File: src/verilog/spb_pkg.sv
// Shared constants for the secondary bus control block
package spb_pkg;
  // ----------------------------------------------------------------
  // Configuration space register offsets and bit positions
  // ----------------------------------------------------------------
  localparam logic [7:0] CMD_REG_OFFSET = 8'h04;
  localparam logic [7:0] BRIDGE_CTRL_OFFSET = 8'h3e;
  localparam int CMD_PERR_RESP_BIT = 6;
  localparam int BCTL_SERR_FWD_BIT = 1;
  // ----------------------------------------------------------------
  // Bus sizes, timing and reset values
  // ----------------------------------------------------------------
  localparam int AD_WIDTH = 32;
  localparam int CBE_WIDTH = 4;
  localparam int NUM_MASTERS = 10;
  localparam int NUM_REQ = NUM_MASTERS - 1;
  localparam int CLOCK_PERIOD_NS = 100;
  localparam int DEVSEL_TIMEOUT_NS = 500;
  localparam int DEVSEL_TIMEOUT_CYC =
    (DEVSEL_TIMEOUT_NS / CLOCK_PERIOD_NS) < 1 ? 1 :
    DEVSEL_TIMEOUT_NS / CLOCK_PERIOD_NS;
  localparam int PERR_RESP_RESET = 0;
  localparam int SERR_FWD_RESET = 0;
  // ----------------------------------------------------------------
  // Master cycle states
  // ----------------------------------------------------------------
  typedef enum logic [3:0] {
    SPB_IDLE = 4'h1,
    SPB_ADDR = 4'h2,
    SPB_DATA = 4'h4,
    SPB_TURN = 4'h8
  } spb_state_e;
endpackage : spb_pkg

File: src/verilog/spb_parity.sv
// Even parity over address/data and command/byte enables
`timescale 1ns/1ns
module spb_parity
  import spb_pkg::*;
(
  // Bus lines
  input wire logic [AD_WIDTH-1:0] ad,
  input wire logic [CBE_WIDTH-1:0] cbe_n,
  // Result
  output logic par
);
  always_comb begin
    par = ^{ad, cbe_n};
  end
endmodule : spb_parity

File: src/verilog/spb_ctrl.sv
// Secondary bus control: handshake, parity, arbitration, errors
`timescale 1ns/1ns
module spb_ctrl
  import spb_pkg::*;
#(
  parameter int TIMEOUT_CYC = DEVSEL_TIMEOUT_CYC
) (
  // Clock and reset
  input wire logic CLOCK,
  input wire logic ARST_N,
  // Configuration straps
  input wire logic PERR_RESP_EN,
  input wire logic SERR_FWD_EN,
  input wire logic ARB_ENABLE,
  // Local master request
  input wire logic MST_START,
  input wire logic MST_WRITE,
  input wire logic MST_LAST,
  input wire logic MST_LOCK,
  input wire logic [AD_WIDTH-1:0] MST_ADDR,
  input wire logic [AD_WIDTH-1:0] MST_WDATA,
  input wire logic [CBE_WIDTH-1:0] MST_CMD,
  input wire logic [CBE_WIDTH-1:0] MST_BE,
  output logic MST_BUSY,
  output logic MST_DONE,
  output logic MST_ABORT,
  output logic MST_STOPPED,
  output logic MST_XFER,
  output logic [AD_WIDTH-1:0] MST_RDATA,
  // Local target read in progress
  input wire logic TGT_READ_ACTIVE,
  // Secondary bus lines
  input wire logic [AD_WIDTH-1:0] S_AD_I,
  output logic [AD_WIDTH-1:0] S_AD_O,
  output logic S_AD_OE,
  input wire logic [CBE_WIDTH-1:0] S_CBE_N_I,
  output logic [CBE_WIDTH-1:0] S_CBE_N_O,
  output logic S_CBE_OE,
  input wire logic S_FRAME_N_I,
  output logic S_FRAME_N_O,
  output logic S_FRAME_OE,
  input wire logic S_IRDY_N_I,
  output logic S_IRDY_N_O,
  output logic S_IRDY_OE,
  input wire logic S_TRDY_N_I,
  input wire logic S_STOP_N_I,
  input wire logic S_DEVSEL_N_I,
  output logic S_LOCK_N_O,
  output logic S_LOCK_OE,
  input wire logic SEC_PARITY_BIT_I,
  output logic SEC_PARITY_BIT_O,
  output logic SEC_PARITY_BIT_OE,
  output logic SEC_PARITY_ERROR_LINE_O,
  output logic SEC_PARITY_ERROR_LINE_OE,
  input wire logic SEC_SYSTEM_ERROR_IN_N,
  // Arbitration
  input wire logic SEC_REQUEST_IN_ZERO_N,
  input wire logic [NUM_REQ-1:1] S_REQ_N,
  output logic SEC_GRANT_OUT_ZERO_N,
  output logic [NUM_REQ-1:1] S_GNT_N,
  // Primary side
  output logic P_SERR_N
);
  // ----------------------------------------------------------------
  // Reset release
  // ----------------------------------------------------------------
  logic rst_s1, rst_n;
  always_ff @(posedge CLOCK or negedge ARST_N) begin
    if (!ARST_N) begin
      rst_s1 <= 1'b0;
      rst_n <= 1'b0;
    end else begin
      rst_s1 <= 1'b1;
      rst_n <= rst_s1;
    end
  end

  // ----------------------------------------------------------------
  // Parity
  // ----------------------------------------------------------------
  logic par_calc_out, par_calc_in;
  // Received parity covers the lines captured one edge earlier
  logic [AD_WIDTH-1:0] ad_q;
  logic [CBE_WIDTH-1:0] cbe_q;
  spb_parity u_par_out (.ad(S_AD_O), .cbe_n(S_CBE_N_O), .par(par_calc_out));
  spb_parity u_par_in (.ad(ad_q), .cbe_n(cbe_q), .par(par_calc_in));

  // ----------------------------------------------------------------
  // Arbitration
  // ----------------------------------------------------------------
  logic [NUM_REQ-1:0] reqs, gnt, next_gnt;
  logic bus_idle, own_grant, own_req;
  logic [NUM_REQ-1:0] gnt_n_reg, next_gnt_n_reg;
  assign reqs = {~S_REQ_N, ~SEC_REQUEST_IN_ZERO_N};
  assign bus_idle = S_FRAME_N_I & S_IRDY_N_I;

  // Priority pick among requests; the bridge is master index nine
  function automatic logic [NUM_REQ-1:0] pick(input logic [NUM_REQ-1:0] r);
    logic [NUM_REQ-1:0] g;
    g = '0;
    for (int i = NUM_REQ - 1; i >= 0; i--) begin
      if (r[i]) g = NUM_REQ'(1) << i;
    end
    return g;
  endfunction : pick

  spb_state_e state, next_state;
  logic bridge_gnt, next_bridge_gnt;
  always_comb begin
    next_gnt = gnt;
    next_bridge_gnt = bridge_gnt;
    if (!ARB_ENABLE) begin
      next_gnt = '0;
      next_bridge_gnt = 1'b0;
    end else if (bus_idle && state == SPB_IDLE) begin
      // Bridge takes priority so posted traffic cannot starve
      next_bridge_gnt = own_req;
      next_gnt = own_req ? '0 : pick(reqs);
    end
    next_gnt_n_reg = ~next_gnt;
    // Grant zero pin turns into our request toward an outside arbiter
    if (!ARB_ENABLE) next_gnt_n_reg[0] = ~own_req;
  end
  assign own_req = MST_START | (state != SPB_IDLE);
  // Request zero pin turns into our grant when arbiter is off
  assign own_grant = ARB_ENABLE ? bridge_gnt :
                     ~SEC_REQUEST_IN_ZERO_N;
  always_ff @(posedge CLOCK or negedge rst_n) begin
    if (!rst_n) begin
      gnt <= '0;
      bridge_gnt <= 1'b0;
      gnt_n_reg <= '1;
    end else begin
      gnt <= next_gnt;
      bridge_gnt <= next_bridge_gnt;
      gnt_n_reg <= next_gnt_n_reg;
    end
  end
  assign SEC_GRANT_OUT_ZERO_N = gnt_n_reg[0];
  assign S_GNT_N = gnt_n_reg[NUM_REQ-1:1];

  // ----------------------------------------------------------------
  // Master cycle
  // ----------------------------------------------------------------
  logic [7:0] tmo, next_tmo;
  logic claimed, next_claimed, last, next_last, wr, next_wr;
  logic frame_o, next_frame_o, irdy_o, next_irdy_o, lock_o, next_lock_o;
  logic oe, next_oe, done, next_done, abrt, next_abrt, stp, next_stp;
  logic xfer, next_xfer;
  logic [AD_WIDTH-1:0] ad_o, next_ad_o, rdata, next_rdata;
  logic [CBE_WIDTH-1:0] cbe_o, next_cbe_o;
  logic data_done;
  assign data_done = ~S_IRDY_N_I & ~S_TRDY_N_I;

  always_comb begin
    next_state = state;
    next_tmo = tmo;
    next_claimed = claimed;
    next_last = last;
    next_wr = wr;
    next_frame_o = frame_o;
    next_irdy_o = irdy_o;
    next_lock_o = lock_o;
    next_oe = oe;
    next_ad_o = ad_o;
    next_cbe_o = cbe_o;
    next_rdata = rdata;
    next_done = 1'b0;
    next_abrt = 1'b0;
    next_stp = 1'b0;
    next_xfer = 1'b0;
    unique case (state)
      SPB_IDLE: begin
        if (MST_START && own_grant && bus_idle) begin
          next_state = SPB_ADDR;
          next_frame_o = 1'b0;
          next_oe = 1'b1;
          next_ad_o = MST_ADDR;
          next_cbe_o = MST_CMD;
          next_wr = MST_WRITE;
          next_last = MST_LAST;
          next_lock_o = ~MST_LOCK;
          next_claimed = 1'b0;
          next_tmo = '0;
        end
      end
      SPB_ADDR: begin
        next_state = SPB_DATA;
        next_irdy_o = 1'b0;
        next_ad_o = MST_WDATA;
        next_cbe_o = MST_BE;
        if (last) next_frame_o = 1'b1;
      end
      SPB_DATA: begin
        if (!S_DEVSEL_N_I) next_claimed = 1'b1;
        if (!claimed && S_DEVSEL_N_I) next_tmo = tmo + 8'h01;
        if (!claimed && S_DEVSEL_N_I && tmo >= 8'(TIMEOUT_CYC)) begin
          next_abrt = 1'b1;
          next_state = SPB_TURN;
        end else if (!S_STOP_N_I && !S_DEVSEL_N_I) begin
          next_stp = 1'b1;
          next_xfer = data_done;
          // A disconnect with data still completes that data phase
          if (data_done) next_rdata = S_AD_I;
          next_state = SPB_TURN;
        end else if (data_done) begin
          next_xfer = 1'b1;
          next_rdata = S_AD_I;
          if (frame_o) begin
            next_done = 1'b1;
            next_state = SPB_TURN;
          end else begin
            next_ad_o = MST_WDATA;
            next_cbe_o = MST_BE;
            next_last = MST_LAST;
            if (MST_LAST) next_frame_o = 1'b1;
          end
        end
        if (next_state == SPB_TURN) next_frame_o = 1'b1;
      end
      SPB_TURN: begin
        next_state = SPB_IDLE;
        next_irdy_o = 1'b1;
        next_frame_o = 1'b1;
        next_lock_o = 1'b1;
        next_oe = 1'b0;
      end
    endcase
  end
  always_ff @(posedge CLOCK or negedge rst_n) begin
    if (!rst_n) begin
      state <= SPB_IDLE;
      tmo <= '0;
      claimed <= 1'b0;
      last <= 1'b0;
      wr <= 1'b0;
      frame_o <= 1'b1;
      irdy_o <= 1'b1;
      lock_o <= 1'b1;
      oe <= 1'b0;
      ad_o <= '0;
      cbe_o <= '1;
      rdata <= '0;
      done <= 1'b0;
      abrt <= 1'b0;
      stp <= 1'b0;
      xfer <= 1'b0;
    end else begin
      state <= next_state;
      tmo <= next_tmo;
      claimed <= next_claimed;
      last <= next_last;
      wr <= next_wr;
      frame_o <= next_frame_o;
      irdy_o <= next_irdy_o;
      lock_o <= next_lock_o;
      oe <= next_oe;
      ad_o <= next_ad_o;
      cbe_o <= next_cbe_o;
      rdata <= next_rdata;
      done <= next_done;
      abrt <= next_abrt;
      stp <= next_stp;
      xfer <= next_xfer;
    end
  end

  // ----------------------------------------------------------------
  // Parity drive, check and error forwarding
  // ----------------------------------------------------------------
  logic par_o, next_par_o, par_oe, next_par_oe;
  logic chk, next_chk, perr_o, next_perr_o, serr, next_serr;
  logic ad_oe, next_ad_oe;
  always_comb begin
    // Address phase or write data: drive parity one clock later
    next_ad_oe = next_oe && (next_state == SPB_ADDR || next_wr);
    next_par_o = par_calc_out;
    next_par_oe = ad_oe;
    // Parity for a transfer at edge n arrives at edge n+1
    next_chk = TGT_READ_ACTIVE & data_done;
    next_perr_o = chk && PERR_RESP_EN &&
                  (par_calc_in != SEC_PARITY_BIT_I);
    next_serr = ~(SERR_FWD_EN & ~SEC_SYSTEM_ERROR_IN_N);
  end
  always_ff @(posedge CLOCK or negedge rst_n) begin
    if (!rst_n) begin
      par_o <= 1'b0;
      par_oe <= 1'b0;
      chk <= 1'b0;
      perr_o <= 1'b0;
      serr <= 1'b1;
      ad_oe <= 1'b0;
      ad_q <= '0;
      cbe_q <= '0;
    end else begin
      par_o <= next_par_o;
      par_oe <= next_par_oe;
      chk <= next_chk;
      perr_o <= next_perr_o;
      serr <= next_serr;
      ad_oe <= next_ad_oe;
      ad_q <= S_AD_I;
      cbe_q <= S_CBE_N_I;
    end
  end
  // ----------------------------------------------------------------
  // Output pins
  // ----------------------------------------------------------------
  assign S_AD_O = ad_o;
  assign S_AD_OE = ad_oe;
  assign S_CBE_N_O = cbe_o;
  assign S_CBE_OE = oe;
  assign S_FRAME_N_O = frame_o;
  assign S_FRAME_OE = oe;
  assign S_IRDY_N_O = irdy_o;
  assign S_IRDY_OE = oe;
  assign S_LOCK_N_O = lock_o;
  assign S_LOCK_OE = oe & ~lock_o;
  assign SEC_PARITY_BIT_O = par_o;
  assign SEC_PARITY_BIT_OE = par_oe;
  // Open-drain style: only ever pulled low while a mismatch is flagged
  assign SEC_PARITY_ERROR_LINE_O = 1'b0;
  assign SEC_PARITY_ERROR_LINE_OE = perr_o;
  assign P_SERR_N = serr;
  assign MST_BUSY = oe;
  assign MST_DONE = done;
  assign MST_ABORT = abrt;
  assign MST_STOPPED = stp;
  assign MST_XFER = xfer;
  assign MST_RDATA = rdata;

  // ----------------------------------------------------------------
  // Assertions
  // ----------------------------------------------------------------
  property p_xfer_needs_handshake;
    @(posedge CLOCK) disable iff (!rst_n)
    xfer |-> $past(data_done);
  endproperty
  a_xfer_needs_handshake: assert property (p_xfer_needs_handshake)
    else $error("transfer without IRDY and TRDY");
  property p_par_delay;
    @(posedge CLOCK) disable iff (!rst_n)
    ad_oe |=> (SEC_PARITY_BIT_OE && SEC_PARITY_BIT_O == ^{$past(S_AD_O),
      $past(S_CBE_N_O)});
  endproperty
  a_par_delay: assert property (p_par_delay)
    else $error("parity not driven one clock after data");
  property p_perr_gated;
    @(posedge CLOCK) disable iff (!rst_n)
    SEC_PARITY_ERROR_LINE_OE |-> $past(PERR_RESP_EN) && $past(chk);
  endproperty
  a_perr_gated: assert property (p_perr_gated)
    else $error("parity error driven while disabled");
  property p_serr_fwd;
    @(posedge CLOCK) disable iff (!rst_n)
    !P_SERR_N |-> $past(SERR_FWD_EN) && !$past(SEC_SYSTEM_ERROR_IN_N);
  endproperty
  a_serr_fwd: assert property (p_serr_fwd)
    else $error("system error forwarded while disabled");
  property p_abort_timeout;
    @(posedge CLOCK) disable iff (!rst_n)
    MST_ABORT |-> $past(S_DEVSEL_N_I) && !$past(claimed);
  endproperty
  a_abort_timeout: assert property (p_abort_timeout)
    else $error("master abort although claimed");
  property p_stop_ends;
    @(posedge CLOCK) disable iff (!rst_n)
    MST_STOPPED |-> S_FRAME_N_O ##1 !MST_BUSY;
  endproperty
  a_stop_ends: assert property (p_stop_ends)
    else $error("master kept going after STOP");
  property p_req_out;
    @(posedge CLOCK) disable iff (!rst_n)
    (!ARB_ENABLE && MST_START && state == SPB_IDLE) |=>
      !SEC_GRANT_OUT_ZERO_N;
  endproperty
  a_req_out: assert property (p_req_out)
    else $error("grant zero did not request");
  property p_one_grant;
    @(posedge CLOCK) disable iff (!rst_n)
    $countones(~S_GNT_N) + 32'(bridge_gnt) <= 1;
  endproperty
  a_one_grant: assert property (p_one_grant)
    else $error("more than one grant");
endmodule : spb_ctrl

File: config.mk
export PLATFORM = sky130hd
export DESIGN_NAME = spb_ctrl
export DESIGN_NICKNAME = d
export VERILOG_FILES = /design/src/verilog/spb_pkg.sv /design/src/verilog/spb_parity.sv /design/src/verilog/spb_ctrl.sv
export SDC_FILE = /design/constraint.sdc
export NUM_CORES = 1
export LEC_CHECK = 0
export BUFFER_PORTS_ARGS = -buffer_cell sky130_fd_sc_hd__buf_2
export CAP_MARGIN = 15
export CORE_UTILIZATION = 46
export DETAILED_ROUTE_END_ITERATION = 10
export PLACE_DENSITY = 0.87
export SLEW_MARGIN = 5
export SYNTH_ARGS = -nofsm -noshare
export SYNTH_HDL_FRONTEND = slang
export SYNTH_HIERARCHICAL = 1
export SYNTH_SLANG_ARGS = --single-unit
File: constraint.sdc
create_clock -name CLOCK -period 4.6 [get_ports CLOCK]
set_input_delay 0.23 -clock CLOCK [delete_from_list [all_inputs] [get_ports CLOCK]]
set_output_delay 0.23 -clock CLOCK [all_outputs]
set_load 0.005 [all_outputs]
==> results.md <==
* Outcome: finished clean
* Antenna-violating nets left at 0
* Slew margin rel. at 52.5%
* Area grow syn2layout at 34.5%
* GR Overflow Total at 0
* Mean Syn Cell Area at about 12 um2
* Port bufs at roughly 230
* CP max FO at 34
* Post-route DRC at 0
* Final net count at 955
* N_diodes at 0
* Vias at 5061
* Sequential area share after synthesis at 57.4%
* Placer Congestion at 0.792
* Critical Path Start Type: flip-flop
* # Post-CTS Setup Buffers at 0
* Clk Latency, worst-skew pair at between 400 and 500 ps
* Post-synth top flop: dfrtp_1
* First-pass GRT wire length at 25100 um
* CTS tree: done
* Iteration-0 DRC Markers at between 200 and 300
* FMAX at between 300 and 400 MHz
* Cell variety after synth at 56
* Post-DR wirelength/cell at 16.7 um
* CTS HTree Levels at 4
* Clock Tree Buf Depth at 2
* Cell area after synthesis at 6750 um2
* Dpl hpwl at 10800 um
* Seq cells post-synth at 154
* Cts bufs inserted at 17
* Ys async rst share at 100%
* CTS clk-pin slew, worst paths at 70 ps
* Mapped Cells at between 500 and 600
* Initial Util at 47.9%
* CP required at 4900 ps
* Final period util at 58.4%
* Cell Rows at 43
* Critical Path Sink Type: flip-flop
* Critical path type: reg -> reg
* Reported max-cap violation count at 0
* Fin cells at 1011
* Clock Skew at 12.4 ps
* Endpoints failing hold at 0
* Peak supply drop at 474 uV
* Fraction of layout cells with a size suffix above 1 at 39.0%
* Hold Crit Class: in -> reg
* # setup viols final at 0
* Pwr dens at 655 nW/um2
* Synthesis warning total at 6
* Post-Syn Nets at 691
* RSZ-0062 raised after global routing: false
* Post-Route Setup TNS at 0 ps
* Gr usage total at 22.3%
* Final WL at 16900 um
* Die span in y at 123 um
* Die width at 123 um
* DR vias/cell at 5.01
* Cell Count Post-Placement at ~940
* Core area at around 14000 um2
* Pre-antenna DRT Iters at 4
* IO Count at 229
* Clock net sink count at 154
* CP arrival at 2980 ps
* Clock Tree Root: clkbuf_16
* Worst Tran Pin Value at 713 ps
* Die area at 15200 um2
* Post-synth EDFFs at 0
* Vias in the first global route at a little under 5000
* Initial antenna violation count at 0
* Minimum clock period at 2680 ps
* Largest net degree at the start of global routing at 99
* Share of the core filled with cells at 64.4%
* Max Slew Vio Count at 0
* P_leak at 4.78 nW
==> layout make-up <==
cell class | instances | area, um2
clock buffers | 17 | 425
clock inverters | 15 | 223
fillers | 1041 | 5010
inverters | 11 | 41.3
multi-input cells | 363 | 2710
flip-flops and latches | 154 | 3880
well taps | 180 | 225
repair buffers | 271 | 1580
==> critical path, stage by stage, from the launching register on <==
cell and delay [ps]:
dfrtp_1 410, or4_1 510, a211o_1 330, and2_4 190
nand3b_4 590, mux2_4 510
==> cells in the final DEF, fill, tap and decap left out, drive strengths merged, types with 2 or more instances in the layout <==
cell,count
mux2,33
ha,3
nand3,7
a21oi,11
nor2,14
nor4b,2
dfrtp,136
nand4,2
nor2b,2
dfstp,18
xnor2,58
bufinv,4
or4b,3
and2,7
nand3b,3
inv,20
a211o,3
a32o,2
nor3b,2
or2,2
xnor3,2
nand2b,7
buf,230
dlygate4sd3,41
xor2,17
nand2,75
o21ai,47
conb,2
clkinv,2
o31ai,4
mux2i,36
and3,2
nor3,3
clkbuf,17
==> power breakdown <==
group          internal, mW  total [mW]  leakage (nW)  switching (mW)
Combinational          1.26        2.29          2.56            1.02
Clock                 0.932        1.54         0.321           0.607
Sequential             1.78        2.12          1.90           0.343
Total                  3.97        5.94          4.78            1.97
==> Yosys cell counts, drive strengths merged (4+ instances only) <==
library cell,count,area [um2]
and2,7,46.3
nand3,7,35.0
mux2,33,477
nor2,14,52.6
xnor2,58,508
nand2,75,282
dfstp,18,473
dfrtp,136,3400
clkbuf,13,48.8
xor2,17,149
o31ai,4,30.0
mux2i,36,360
nand2b,7,43.8
inv,11,41.3
buf,13,92.6
a21oi,11,55.1
o21ai,47,239
==> path summary, 6_finish.rpt <==
| path | startpoint | to | slack, ps | cells past startpoint |
|---|---|---|---|---|
| min in group asynchronous | ARST_N | rst_n | 120 | 2 |
| setup reg to reg | tmo[6] | MST_RDATA[17] | 1920 | 5 |
| setup / recovery | tmo[6] | MST_RDATA[17] | 1920 | 5 |
| hold / removal | S_DEVSEL_N_I | MST_STOPPED | 20 | 2 |
| hold reg to reg | rst_s1 | rst_n | 350 | 0 |
| max in group asynchronous | rst_n | S_LOCK_N_O | 3260 | 1 |
==> timing repair <==
action	CTS	global route
resized for setup	0	0
endpoints found under the hold margin	41	0
hold buffers	41	0
==> stage by stage <==
step                power [mW]  area [um2]  worst slack [ps]  hold slack [ps]
detailed placement        4.34        8020              1950             16.2
floorplan                 3.64        6750              22.8            -65.6
global route              6.30        9080              1850             5.30
finish                    5.94        9080              1920             21.3
global placement          4.24        8020              2040             15.7
CTS                       5.94        9080              1930             6.78
==> cells by family after synthesis <==
| logic type | count (synthesis) | synth area share (%) |
|---|---|---|
| flip-flops | 154 | 57.4 |
| XOR/XNOR | 77 | 10.4 |
| multiplexers | 69 | 12.4 |
| buffers and inverters | 37 | 2.70 |
| adder cells (fa/ha/maj) | 3 | 0.556 |
| other | 2 | 0.111 |
| AND/OR/NAND/NOR | 134 | 9.63 |
| AO/OA/AOI/OAI | 78 | 6.82 |
==> layer usage <==
metal	vias to the layer above	global-route usage, %	routed length, um
li1	2397	-	-
met1	2428	26.2	7050
met2	218	38.4	8370
met3	18	6.50	1280
met4	0	8.43	230
met5	-	0	0
Power figures use the tool's default switching activity.
